==> src/trsc_pkg.sv <==
// Constants and types for the timing reference state control block
// Operation
// - Primary loop walks its states without software
// - Locked only once a reference is validated
// - Locked loop averages frequency for holdover use
// - Selected reference failure quickly forces holdover
// - Holdover moves on to next valid reference
// - Switching is revertive or nonrevertive by choice
// - All references lost keeps loop in holdover
// - Monitor checks fourteen inputs: activity and frequency
// - Separate priority tables pick each loop's best
// - Selected reference can divide down to 8kHz
// - Lock at 8kHz to Nx8kHz up to 155.52MHz
// - Local oscillator times sixteen gives master clock
// - Watchdog flags local oscillator failure to processor
// - Secondary loop measures frequency or phase difference
// - Master and slave devices select identical primary references
package trsc_pkg;
    // Input references and selection
    localparam int NUM_REF = 14;
    localparam int IDX_W = 4;
    localparam int NSEL = 16;
    localparam int PRI_W = 4;
    localparam logic [3:0] PRI_OFF = 4'h0;
    // Counters and data widths
    localparam int CNT_W = 24;
    localparam int FREQ_W = 32;
    localparam int DIV_W = 15;
    localparam int QUAL_W = 2;
    localparam logic [1:0] QUAL_MAX = 2'h3;
    localparam int HOLD_SHIFT = 8;
    // Timing: clock rate and times in their own units
    localparam int CLK_MHZ = 100;
    localparam int GATE_US = 1000;
    localparam int ACT_US = 250;
    localparam int WDT_NS = 200;
    localparam int WDT_CYC = (WDT_NS * CLK_MHZ + 999) / 1000;
    // Master clock multiplication factor
    localparam logic [4:0] MCLK_MULT = 5'h10;
    localparam int MTIME_W = 32;
    // Primary loop states
    typedef enum logic [1:0] {
        TRSC_FREE_RUN,
        TRSC_LOCKED,
        TRSC_HOLDOVER
    } trsc_state_t;
endpackage

==> src/trsc_timing_ctrl.sv <==
// Reference monitor, selector and primary loop state control
`timescale 1ns/100ps
module trsc_timing_ctrl #(
    parameter int GATE_CYC = trsc_pkg::GATE_US * trsc_pkg::CLK_MHZ,
    parameter int ACT_CYC = trsc_pkg::ACT_US * trsc_pkg::CLK_MHZ
) (
    // Clock and reset
    input wire logic ref_clk,
    input wire logic reset_n,
    // Reference clock pins and monitor setup
    input wire logic [trsc_pkg::NUM_REF-1:0] ref_in,
    input wire logic [trsc_pkg::NUM_REF*trsc_pkg::CNT_W-1:0] exp_cnt,
    input wire logic [trsc_pkg::CNT_W-1:0] freq_tol,
    // Priority tables and switching mode
    input wire logic [trsc_pkg::NUM_REF*trsc_pkg::PRI_W-1:0] pri_primary,
    input wire logic [trsc_pkg::NUM_REF*trsc_pkg::PRI_W-1:0] pri_secondary,
    input wire logic revertive,
    // Divide ratios to 8kHz
    input wire logic [trsc_pkg::DIV_W-1:0] div_primary,
    input wire logic [trsc_pkg::DIV_W-1:0] div_secondary,
    // Loop filter frequency word
    input wire logic [trsc_pkg::FREQ_W-1:0] primary_freq_in,
    // Secondary loop measurement setup
    input wire logic meas_phase_mode,
    input wire logic [trsc_pkg::IDX_W-1:0] meas_ref_a,
    input wire logic [trsc_pkg::IDX_W-1:0] meas_ref_b,
    // Redundancy pins
    input wire logic slave_mode,
    input wire logic [trsc_pkg::IDX_W-1:0] master_sel_in,
    input wire logic master_sel_vld_in,
    // Local oscillator
    input wire logic local_osc_clock,
    // Reference status and selections
    output logic [trsc_pkg::NUM_REF-1:0] ref_valid_q,
    output logic [trsc_pkg::IDX_W-1:0] pri_sel_q,
    output logic pri_sel_vld_q,
    output logic [trsc_pkg::IDX_W-1:0] sec_sel_q,
    output logic sec_sel_vld_q,
    // Primary loop state and frequency
    output trsc_pkg::trsc_state_t state_q,
    output logic [trsc_pkg::FREQ_W-1:0] out_freq_q,
    output logic [trsc_pkg::FREQ_W-1:0] hold_freq_q,
    // 8kHz divided references
    output logic pri_8k_q,
    output logic sec_8k_q,
    // Measurement result
    output logic [trsc_pkg::CNT_W-1:0] meas_q,
    output logic meas_vld_q,
    // Oscillator health and master time
    output logic osc_fail_q,
    output logic [trsc_pkg::MTIME_W-1:0] master_time_q
);
    localparam logic [trsc_pkg::CNT_W-1:0] GATE_LAST = trsc_pkg::CNT_W'(GATE_CYC - 1);
    localparam logic [trsc_pkg::CNT_W-1:0] ACT_LIM = trsc_pkg::CNT_W'(ACT_CYC);
    localparam logic [trsc_pkg::CNT_W-1:0] WDT_LIM = trsc_pkg::CNT_W'(trsc_pkg::WDT_CYC);

    // Best valid reference from a table; ties go to the lower input
    function automatic logic [trsc_pkg::IDX_W:0] pick(
        input logic [trsc_pkg::NUM_REF-1:0] v,
        input logic [trsc_pkg::NUM_REF*trsc_pkg::PRI_W-1:0] p
    );
        logic found;
        logic [trsc_pkg::IDX_W-1:0] idx;
        logic [trsc_pkg::PRI_W-1:0] bp;
        found = 1'b0;
        idx = '0;
        bp = '0;
        for (int i = 0; i < trsc_pkg::NUM_REF; i++) begin
            if (v[i] && p[i*trsc_pkg::PRI_W +: trsc_pkg::PRI_W] != trsc_pkg::PRI_OFF &&
                (!found || p[i*trsc_pkg::PRI_W +: trsc_pkg::PRI_W] < bp)) begin
                found = 1'b1;
                idx = trsc_pkg::IDX_W'(i);
                bp = p[i*trsc_pkg::PRI_W +: trsc_pkg::PRI_W];
            end
        end
        return {found, idx};
    endfunction
    // Magnitude of a count difference
    function automatic logic [trsc_pkg::CNT_W-1:0] absdiff(
        input logic [trsc_pkg::CNT_W-1:0] a,
        input logic [trsc_pkg::CNT_W-1:0] b
    );
        return (a > b) ? a - b : b - a;
    endfunction
    logic [trsc_pkg::NUM_REF-1:0] ref_s1_q, ref_s2_q, ref_s3_q;
    logic [trsc_pkg::NUM_REF-1:0] rise;
    logic [trsc_pkg::NSEL-1:0] rise_pad, valid_pad;
    logic [2:0] osc_s_q;
    logic [trsc_pkg::IDX_W:0] msel_s1_q, msel_s2_q;
    logic [trsc_pkg::CNT_W-1:0] gate_cnt_q;
    logic gate_end;
    logic [trsc_pkg::CNT_W-1:0] act_cnt_q [trsc_pkg::NUM_REF];
    logic [trsc_pkg::CNT_W-1:0] edge_cnt_q [trsc_pkg::NUM_REF];
    logic [trsc_pkg::QUAL_W-1:0] qual_q [trsc_pkg::NUM_REF];
    logic [trsc_pkg::IDX_W:0] pri_cand, sec_cand;
    logic [trsc_pkg::IDX_W-1:0] pri_sel_d;
    logic pri_sel_vld_d;
    logic [trsc_pkg::DIV_W-1:0] div_cnt_q [2];
    logic [1:0] sel_rise;
    logic [trsc_pkg::DIV_W-1:0] div_ratio [2];
    logic ph_run_q;
    logic [trsc_pkg::CNT_W-1:0] ph_cnt_q;
    logic [trsc_pkg::CNT_W-1:0] wdt_cnt_q;
    logic osc_rise;
    // Two flops before any logic looks at the pins; third flop for edges
    always_ff @(posedge ref_clk or negedge reset_n) begin
        if (!reset_n) begin
            ref_s1_q <= '0;
            ref_s2_q <= '0;
            ref_s3_q <= '0;
            osc_s_q <= '0;
            msel_s1_q <= '0;
            msel_s2_q <= '0;
        end else begin
            ref_s1_q <= ref_in;
            ref_s2_q <= ref_s1_q;
            ref_s3_q <= ref_s2_q;
            osc_s_q <= {osc_s_q[1:0], local_osc_clock};
            msel_s1_q <= {master_sel_vld_in, master_sel_in};
            msel_s2_q <= msel_s1_q;
        end
    end
    // Edge strobes; padded so an out-of-range index reads as idle
    assign rise = ref_s2_q & ~ref_s3_q;
    assign rise_pad = {{(trsc_pkg::NSEL - trsc_pkg::NUM_REF){1'b0}}, rise};
    assign valid_pad = {{(trsc_pkg::NSEL - trsc_pkg::NUM_REF){1'b0}}, ref_valid_q};
    assign osc_rise = osc_s_q[1] & ~osc_s_q[2];
    assign gate_end = (gate_cnt_q == GATE_LAST);
    // Shared frequency gate window
    always_ff @(posedge ref_clk or negedge reset_n) begin
        if (!reset_n) begin
            gate_cnt_q <= '0;
        end else if (gate_end) begin
            gate_cnt_q <= '0;
        end else begin
            gate_cnt_q <= gate_cnt_q + 1'b1;
        end
    end
    // Activity and frequency monitors on every input
    always_ff @(posedge ref_clk or negedge reset_n) begin
        if (!reset_n) begin
            for (int i = 0; i < trsc_pkg::NUM_REF; i++) begin
                act_cnt_q[i] <= '0;
                edge_cnt_q[i] <= '0;
                qual_q[i] <= '0;
            end
        end else begin
            for (int i = 0; i < trsc_pkg::NUM_REF; i++) begin
                if (rise[i]) begin
                    act_cnt_q[i] <= '0;
                end else if (act_cnt_q[i] != ACT_LIM) begin
                    act_cnt_q[i] <= act_cnt_q[i] + 1'b1;
                end
                if (gate_end) begin
                    edge_cnt_q[i] <= trsc_pkg::CNT_W'(rise[i]);
                    // A reference must pass several windows in a row
                    if (absdiff(edge_cnt_q[i], exp_cnt[i*trsc_pkg::CNT_W +: trsc_pkg::CNT_W])
                        > freq_tol || act_cnt_q[i] == ACT_LIM) begin
                        qual_q[i] <= '0;
                    end else if (qual_q[i] != trsc_pkg::QUAL_MAX) begin
                        qual_q[i] <= qual_q[i] + 1'b1;
                    end
                end else begin
                    edge_cnt_q[i] <= edge_cnt_q[i] + trsc_pkg::CNT_W'(rise[i]);
                end
            end
        end
    end
    // Activity loss disqualifies at once, without waiting for a window
    always_ff @(posedge ref_clk or negedge reset_n) begin
        if (!reset_n) begin
            ref_valid_q <= '0;
        end else begin
            for (int i = 0; i < trsc_pkg::NUM_REF; i++) begin
                ref_valid_q[i] <= (act_cnt_q[i] != ACT_LIM) &&
                    (qual_q[i] == trsc_pkg::QUAL_MAX);
            end
        end
    end
    // Candidates from the two priority tables
    assign pri_cand = pick(ref_valid_q, pri_primary);
    assign sec_cand = pick(ref_valid_q, pri_secondary);
    // Primary selection; a slave copies the master's choice
    always_comb begin
        pri_sel_d = pri_cand[trsc_pkg::IDX_W-1:0];
        pri_sel_vld_d = pri_cand[trsc_pkg::IDX_W];
        if (slave_mode) begin
            pri_sel_d = msel_s2_q[trsc_pkg::IDX_W-1:0];
            pri_sel_vld_d = msel_s2_q[trsc_pkg::IDX_W];
        end else if (!revertive && pri_sel_vld_q && valid_pad[pri_sel_q]) begin
            pri_sel_d = pri_sel_q;
            pri_sel_vld_d = 1'b1;
        end
    end
    // Selection registers
    always_ff @(posedge ref_clk or negedge reset_n) begin
        if (!reset_n) begin
            pri_sel_q <= '0;
            pri_sel_vld_q <= 1'b0;
            sec_sel_q <= '0;
            sec_sel_vld_q <= 1'b0;
        end else begin
            pri_sel_q <= pri_sel_d;
            pri_sel_vld_q <= pri_sel_vld_d;
            sec_sel_q <= sec_cand[trsc_pkg::IDX_W-1:0];
            sec_sel_vld_q <= sec_cand[trsc_pkg::IDX_W];
        end
    end
    // Primary loop state machine; a loss always passes through holdover
    always_ff @(posedge ref_clk or negedge reset_n) begin
        if (!reset_n) begin
            state_q <= trsc_pkg::TRSC_FREE_RUN;
        end else begin
            case (state_q)
                trsc_pkg::TRSC_FREE_RUN: begin
                    if (pri_sel_vld_q && valid_pad[pri_sel_q]) begin
                        state_q <= trsc_pkg::TRSC_LOCKED;
                    end
                end
                trsc_pkg::TRSC_LOCKED: begin
                    if (!pri_sel_vld_q || !valid_pad[pri_sel_q]) begin
                        state_q <= trsc_pkg::TRSC_HOLDOVER;
                    end
                end
                trsc_pkg::TRSC_HOLDOVER: begin
                    // With nothing valid the loop never falls back to free-run
                    if (pri_sel_vld_q && valid_pad[pri_sel_q]) begin
                        state_q <= trsc_pkg::TRSC_LOCKED;
                    end
                end
                default: begin
                    state_q <= trsc_pkg::TRSC_FREE_RUN;
                end
            endcase
        end
    end
    // Long-term average kept only while locked
    always_ff @(posedge ref_clk or negedge reset_n) begin
        if (!reset_n) begin
            hold_freq_q <= '0;
        end else if (state_q == trsc_pkg::TRSC_LOCKED) begin
            hold_freq_q <= hold_freq_q + trsc_pkg::FREQ_W'(($signed(primary_freq_in) -
                $signed(hold_freq_q)) >>> trsc_pkg::HOLD_SHIFT);
        end
    end
    // Output frequency offset; zero means master clock only
    always_ff @(posedge ref_clk or negedge reset_n) begin
        if (!reset_n) begin
            out_freq_q <= '0;
        end else begin
            case (state_q)
                trsc_pkg::TRSC_LOCKED: out_freq_q <= primary_freq_in;
                trsc_pkg::TRSC_HOLDOVER: out_freq_q <= hold_freq_q;
                default: out_freq_q <= '0;
            endcase
        end
    end
    // Divide each loop's selected reference to an 8kHz pulse
    assign sel_rise[0] = rise_pad[pri_sel_q] & pri_sel_vld_q;
    assign sel_rise[1] = rise_pad[sec_sel_q] & sec_sel_vld_q;
    assign div_ratio[0] = div_primary;
    assign div_ratio[1] = div_secondary;
    always_ff @(posedge ref_clk or negedge reset_n) begin
        if (!reset_n) begin
            div_cnt_q[0] <= '0;
            div_cnt_q[1] <= '0;
            pri_8k_q <= 1'b0;
            sec_8k_q <= 1'b0;
        end else begin
            for (int l = 0; l < 2; l++) begin
                // Ratio of zero or one passes each edge; 19440 covers 155.52MHz
                if (sel_rise[l] && div_cnt_q[l] + 1'b1 >= div_ratio[l]) begin
                    div_cnt_q[l] <= '0;
                end else if (sel_rise[l]) begin
                    div_cnt_q[l] <= div_cnt_q[l] + 1'b1;
                end
            end
            pri_8k_q <= sel_rise[0] && (div_cnt_q[0] + 1'b1 >= div_ratio[0]);
            sec_8k_q <= sel_rise[1] && (div_cnt_q[1] + 1'b1 >= div_ratio[1]);
        end
    end
    // Phase timer runs from an edge of one input to the next of another
    always_ff @(posedge ref_clk or negedge reset_n) begin
        if (!reset_n) begin
            ph_run_q <= 1'b0;
            ph_cnt_q <= '0;
        end else if (!meas_phase_mode) begin
            ph_run_q <= 1'b0;
            ph_cnt_q <= '0;
        end else if (ph_run_q && rise_pad[meas_ref_b]) begin
            ph_run_q <= 1'b0;
        end else if (!ph_run_q && rise_pad[meas_ref_a]) begin
            ph_run_q <= 1'b1;
            ph_cnt_q <= '0;
        end else if (ph_run_q) begin
            ph_cnt_q <= ph_cnt_q + 1'b1;
        end
    end
    // Secondary loop measurement result
    always_ff @(posedge ref_clk or negedge reset_n) begin
        if (!reset_n) begin
            meas_q <= '0;
            meas_vld_q <= 1'b0;
        end else if (meas_phase_mode) begin
            meas_vld_q <= ph_run_q && rise_pad[meas_ref_b];
            if (ph_run_q && rise_pad[meas_ref_b]) begin
                meas_q <= ph_cnt_q;
            end
        end else begin
            meas_vld_q <= gate_end && (meas_ref_a < trsc_pkg::IDX_W'(trsc_pkg::NUM_REF));
            if (gate_end && meas_ref_a < trsc_pkg::IDX_W'(trsc_pkg::NUM_REF)) begin
                meas_q <= edge_cnt_q[meas_ref_a];
            end
        end
    end
    // Oscillator watchdog; the flag drops again once edges return
    always_ff @(posedge ref_clk or negedge reset_n) begin
        if (!reset_n) begin
            wdt_cnt_q <= '0;
            osc_fail_q <= 1'b0;
        end else if (osc_rise) begin
            wdt_cnt_q <= '0;
            osc_fail_q <= 1'b0;
        end else if (wdt_cnt_q != WDT_LIM) begin
            wdt_cnt_q <= wdt_cnt_q + 1'b1;
        end else begin
            osc_fail_q <= 1'b1;
        end
    end
    // Master time advances sixteen master cycles per oscillator cycle
    always_ff @(posedge ref_clk or negedge reset_n) begin
        if (!reset_n) begin
            master_time_q <= '0;
        end else if (osc_rise) begin
            master_time_q <= master_time_q + trsc_pkg::MTIME_W'(trsc_pkg::MCLK_MULT);
        end
    end
endmodule

==> config.mk <==
export PLATFORM = sky130hd
export DESIGN_NAME = trsc_timing_ctrl
export DESIGN_NICKNAME = d
export VERILOG_FILES = /design/src/trsc_pkg.sv /design/src/trsc_timing_ctrl.sv
export SDC_FILE = /design/constraint.sdc
export NUM_CORES = 2
export LEC_CHECK = 0
export BUFFER_PORTS_ARGS = -buffer_cell sky130_fd_sc_hd__buf_4
export CORE_ASPECT_RATIO = 0.9
export CORE_MARGIN = 5
export CORE_UTILIZATION = 30
export CTS_CLUSTER_DIAMETER = 100
export CTS_CLUSTER_SIZE = 12
export DETAILED_ROUTE_END_ITERATION = 10
export MAX_ROUTING_LAYER = met4
export SLEW_MARGIN = 20
export SYNTH_ARGS = -nofsm -noshare
export SYNTH_HDL_FRONTEND = slang
export SYNTH_SLANG_ARGS = --single-unit
==> constraint.sdc <==
create_clock -name ref_clk -period 23.4 [get_ports ref_clk]
set_input_delay 4.68 -clock ref_clk [delete_from_list [all_inputs] [get_ports ref_clk]]
set_output_delay 4.68 -clock ref_clk [all_outputs]
set_load 0.01 [all_outputs]
==> impl_metrics.py <==
metrics = {
    "floorplanning": {
        "coreArea_mm2": 0.3138,
        "die-height_um": 542.6,
        "placement_rows": 195,
        "design.die.area_mm2": 0.3266,
        "die_w_um": 601.8,
        "ios": 717,
        "initial_utilization": 0.3014,
    },
    "synthesis": {
        "synth-seq-area-share": 0.2657,
        "ys.flop_type": "dfrtp_1",
        "yosysTopAreaCellShare": 0.2657,
        "synth_area_leaders": "dfrtp_1, ha_1, xnor2_1",
        "synth.distinct_cells": 104,
        "yosys_warnings": 0,
        "synthArstFlopShare": 1.000,
        "synthesis.instances": 11320,
        "post-synth-top-count-cell": "ha_1",
        "yosys_register_bits": 1004,
        "syn-cell-area_mm2": 0.09457,
        "ys_top_cells_by_count": "ha_1, nor2_1, inv_1",
        "synthDominantAreaCellType": "dfrtp_1",
        "synth-edff-count": 0,
        "synthesis.area_per_instance_um2": 8.357,
    },
    "clock_tree": {
        "cts-buffers-inserted": 104,
        "cts_root_buf": "clkbuf_16",
        "clock_tree.htree_level_count": 3,
        "clock_insertion_delay_worst_skew_ns": 0.85,
        "tritoncts": "built",
        "clock_path_buffers": 4,
        "cts.clk_slew.worst_paths_ns": 0.06,
        "cts_stage_hold_buffer_count": 0,
        "cts_num_sinks": 1004,
    },
    "power": {
        "cellLeakagePower_nw": 52.02,
        "powerDensity_mw_per_mm2": 64.38,
        "ir_drop_v": 0.00005255,
        "totalPowerFinal_mw": 6.973,
    },
    "global_routing": {
        "antenna_found_initial": 124,
        "gr-usage-all-layers": 0.2119,
        "vias_in_the_first_global_route": 78670,
        "grt_max_degree": 136,
        "grt_remaining_overflow": 0,
        "first_pass_grt_wire_length_mm": 515.3,
    },
    "routing": {
        "final_antenna_net_count": 0,
        "detail_route.vias_per_cell": 5.189,
        "route.detailed.wl_per_inst_um": 21.81,
        "remaining_drc_errors": 0,
        "routed_wirelength_mm": 352.5,
        "route.vias.total": 83870,
        "first_iter_violations": 6870,
        "drt-pass1-iter-count": 6,
    },
    "setup_path": {
        "critical_path_required_ns": 24.10,
        "kind_of_end_point_of_the_critical_path": "register",
        "worst_path_most_repeated_cell": "ha_1",
        "worst_setup_path_start_kind": "primary input",
        "critPathMaxStageDelay_ns": 0.54,
        "cpMaxStageDelayCell": "or4_4",
        "worstPathMaxFanout": 7,
        "worstPathArrival_ns": 22.89,
        "timing_worst_setup_path_type": "in -> reg",
    },
    "timing": {
        "worst_slew_margin_rel": 0.2440,
        "final.hold.worst_slack_ns": 0.3474,
        "post-route-period-util": 0.9484,
        "clock_skew_ns": 0.07290,
        "finalCriticalPeriod_ns": 22.19,
        "totalNegativeSetupSlack_ns": 0,
        "max_freq_mhz": 45.06,
        "timing_hold_violations_final": 0,
        "setup-violations-final": 0,
        "finalMaxSlewViolations": 0,
        "worst-slew-pin-transition_ns": 1.134,
    },
    "cells_and_area": {
        "n_fill_cell": 32680,
        "syn_to_final_growth_pct": 14.54,
        "final-instance-count-excl-fill": 16160,
        "final_layout_size_suffix_gt1_frac": 0.1106,
        "nets": 13760,
        "finish.instance_area_mm2": 0.1083,
    },
    "hold_path": {
        "min_path_type": "reg -> reg",
    },
    "placed_design": {
        "dpl.cell_count": 15960,
        "post_dp_cell_area_mm2": 0.1050,
        "gp_congestion": 0.9699,
        "place_hpwl_mm": 281.4,
        "buffers_added_on_ports": 712,
    },
    "status": {
        "run_status": "complete, no violations",
    },
    "flow_run": {
        "maxcap_violations": 0,
    },
}
stage by stage:
stage / worst slack, ns / utilization
after floorplan: 0.7251 / -
after global placement: -0.003585 / 0.3346
after detailed placement: 0.09479 / 0.3346
after CTS: 0.9078 / 0.3440
after global routing: -0.1039 / 0.3452
final: 1.207 / 0.3452
what timing repair did:
action | in CTS | in global routing
setup endpoints to repair | 0 | 8
resized for setup | 0 | 33
buffers inserted | 0 | 5
placed cells by master, fill, tap and decap left out, drive strengths merged, types with 388 or more instances in the layout:
cell / n
xnor2: 651
o21ai: 583
a21oi: 888
dfrtp: 1004
nand3: 388
inv: 1077
nor2: 1166
buf: 859
ha: 1233
nand2: 715
a21o: 465
sequential cells by signal, indices dropped and copies added, names as in the netlist, 3 cells and up:
name           count
ref_s2_q          14
msel_s1_q          5
master_time_q     28
out_freq_q        32
osc_s_q            3
pri_sel_q          4
ph_cnt_q          24
act_cnt_q        336
msel_s2_q          5
meas_q            24
edge_cnt_q       336
ref_s3_q          14
gate_cnt_q        24
qual_q            28
sec_sel_q          4
ref_valid_q       14
hold_freq_q       32
ref_s1_q          14
div_cnt_q         30
wdt_cnt_q         24
cell families after synthesis:
logic type               count (synthesis)  synth area share
adder cells (fa/ha/maj)               1264            0.1695
buffers and inverters                 1434           0.05722
flip-flops                            1004            0.2657
AO/OA/AOI/OAI                         2567            0.1697
AND/OR/NAND/NOR                       3574            0.1817
other                                    1        0.00003965
multiplexers                           481           0.06442
XOR/XNOR                               991           0.09178
report_power, final:
group	internal [mW]	switching, mW	total [mW]
sequential	1.93	0.319	2.25
clock	0.860	0.755	1.62
combinational	1.40	1.71	3.11
total	4.18	2.79	6.97
worst paths after layout:
kind                                 from              end  slack, ns  cells after the start
max                        pri_primary[1]     pri_sel_q[0]       1.21                    106
min in group asynchronous         reset_n   out_freq_q[17]       3.91                      1
max reg2reg                ref_valid_q[0]     pri_sel_q[0]       4.45                    105
min reg2reg                    osc_s_q[0]       osc_s_q[1]       0.35                      0
max in group asynchronous         reset_n  edge_cnt_q[189]      15.85                      6
min                            osc_s_q[0]       osc_s_q[1]       0.35                      0
critical path, delay by kind of cell:
kind | cells | cell delay [ns]
AND/OR/NAND/NOR | 25 | 4.12
AO/OA/AOI/OAI | 43 | 6.90
adder cells (fa/ha/maj) | 13 | 3.38
multiplexers | 7 | 1.97
buffers and inverters | 18 | 1.79
per-layer routing:
metal,up-vias,track usage,share of wire
met5,-,-,0
met4,0,0.09874,0.054
met3,577,0.02867,0.056
met2,2351,0.3317,0.45
met1,40210,0.2717,0.44
li1,40730,-,-
layout make-up:
| class | instances | area, um2 | area share |
|---|---|---|---|
| tap | 4137 | 5176 | 0.04779 |
| clock inverter | 16 | 220.2 | 0.002033 |
| inverter | 1084 | 4069 | 0.03757 |
| sequential | 1004 | 25120 | 0.2320 |
| clock buffer | 116 | 2719 | 0.02510 |
| antenna | 67 | 167.7 | 0.001548 |
| multi-input combinational | 8881 | 64300 | 0.5937 |
| timing repair buffer | 859 | 6536 | 0.06034 |
(Power assumes the default switching activity.)
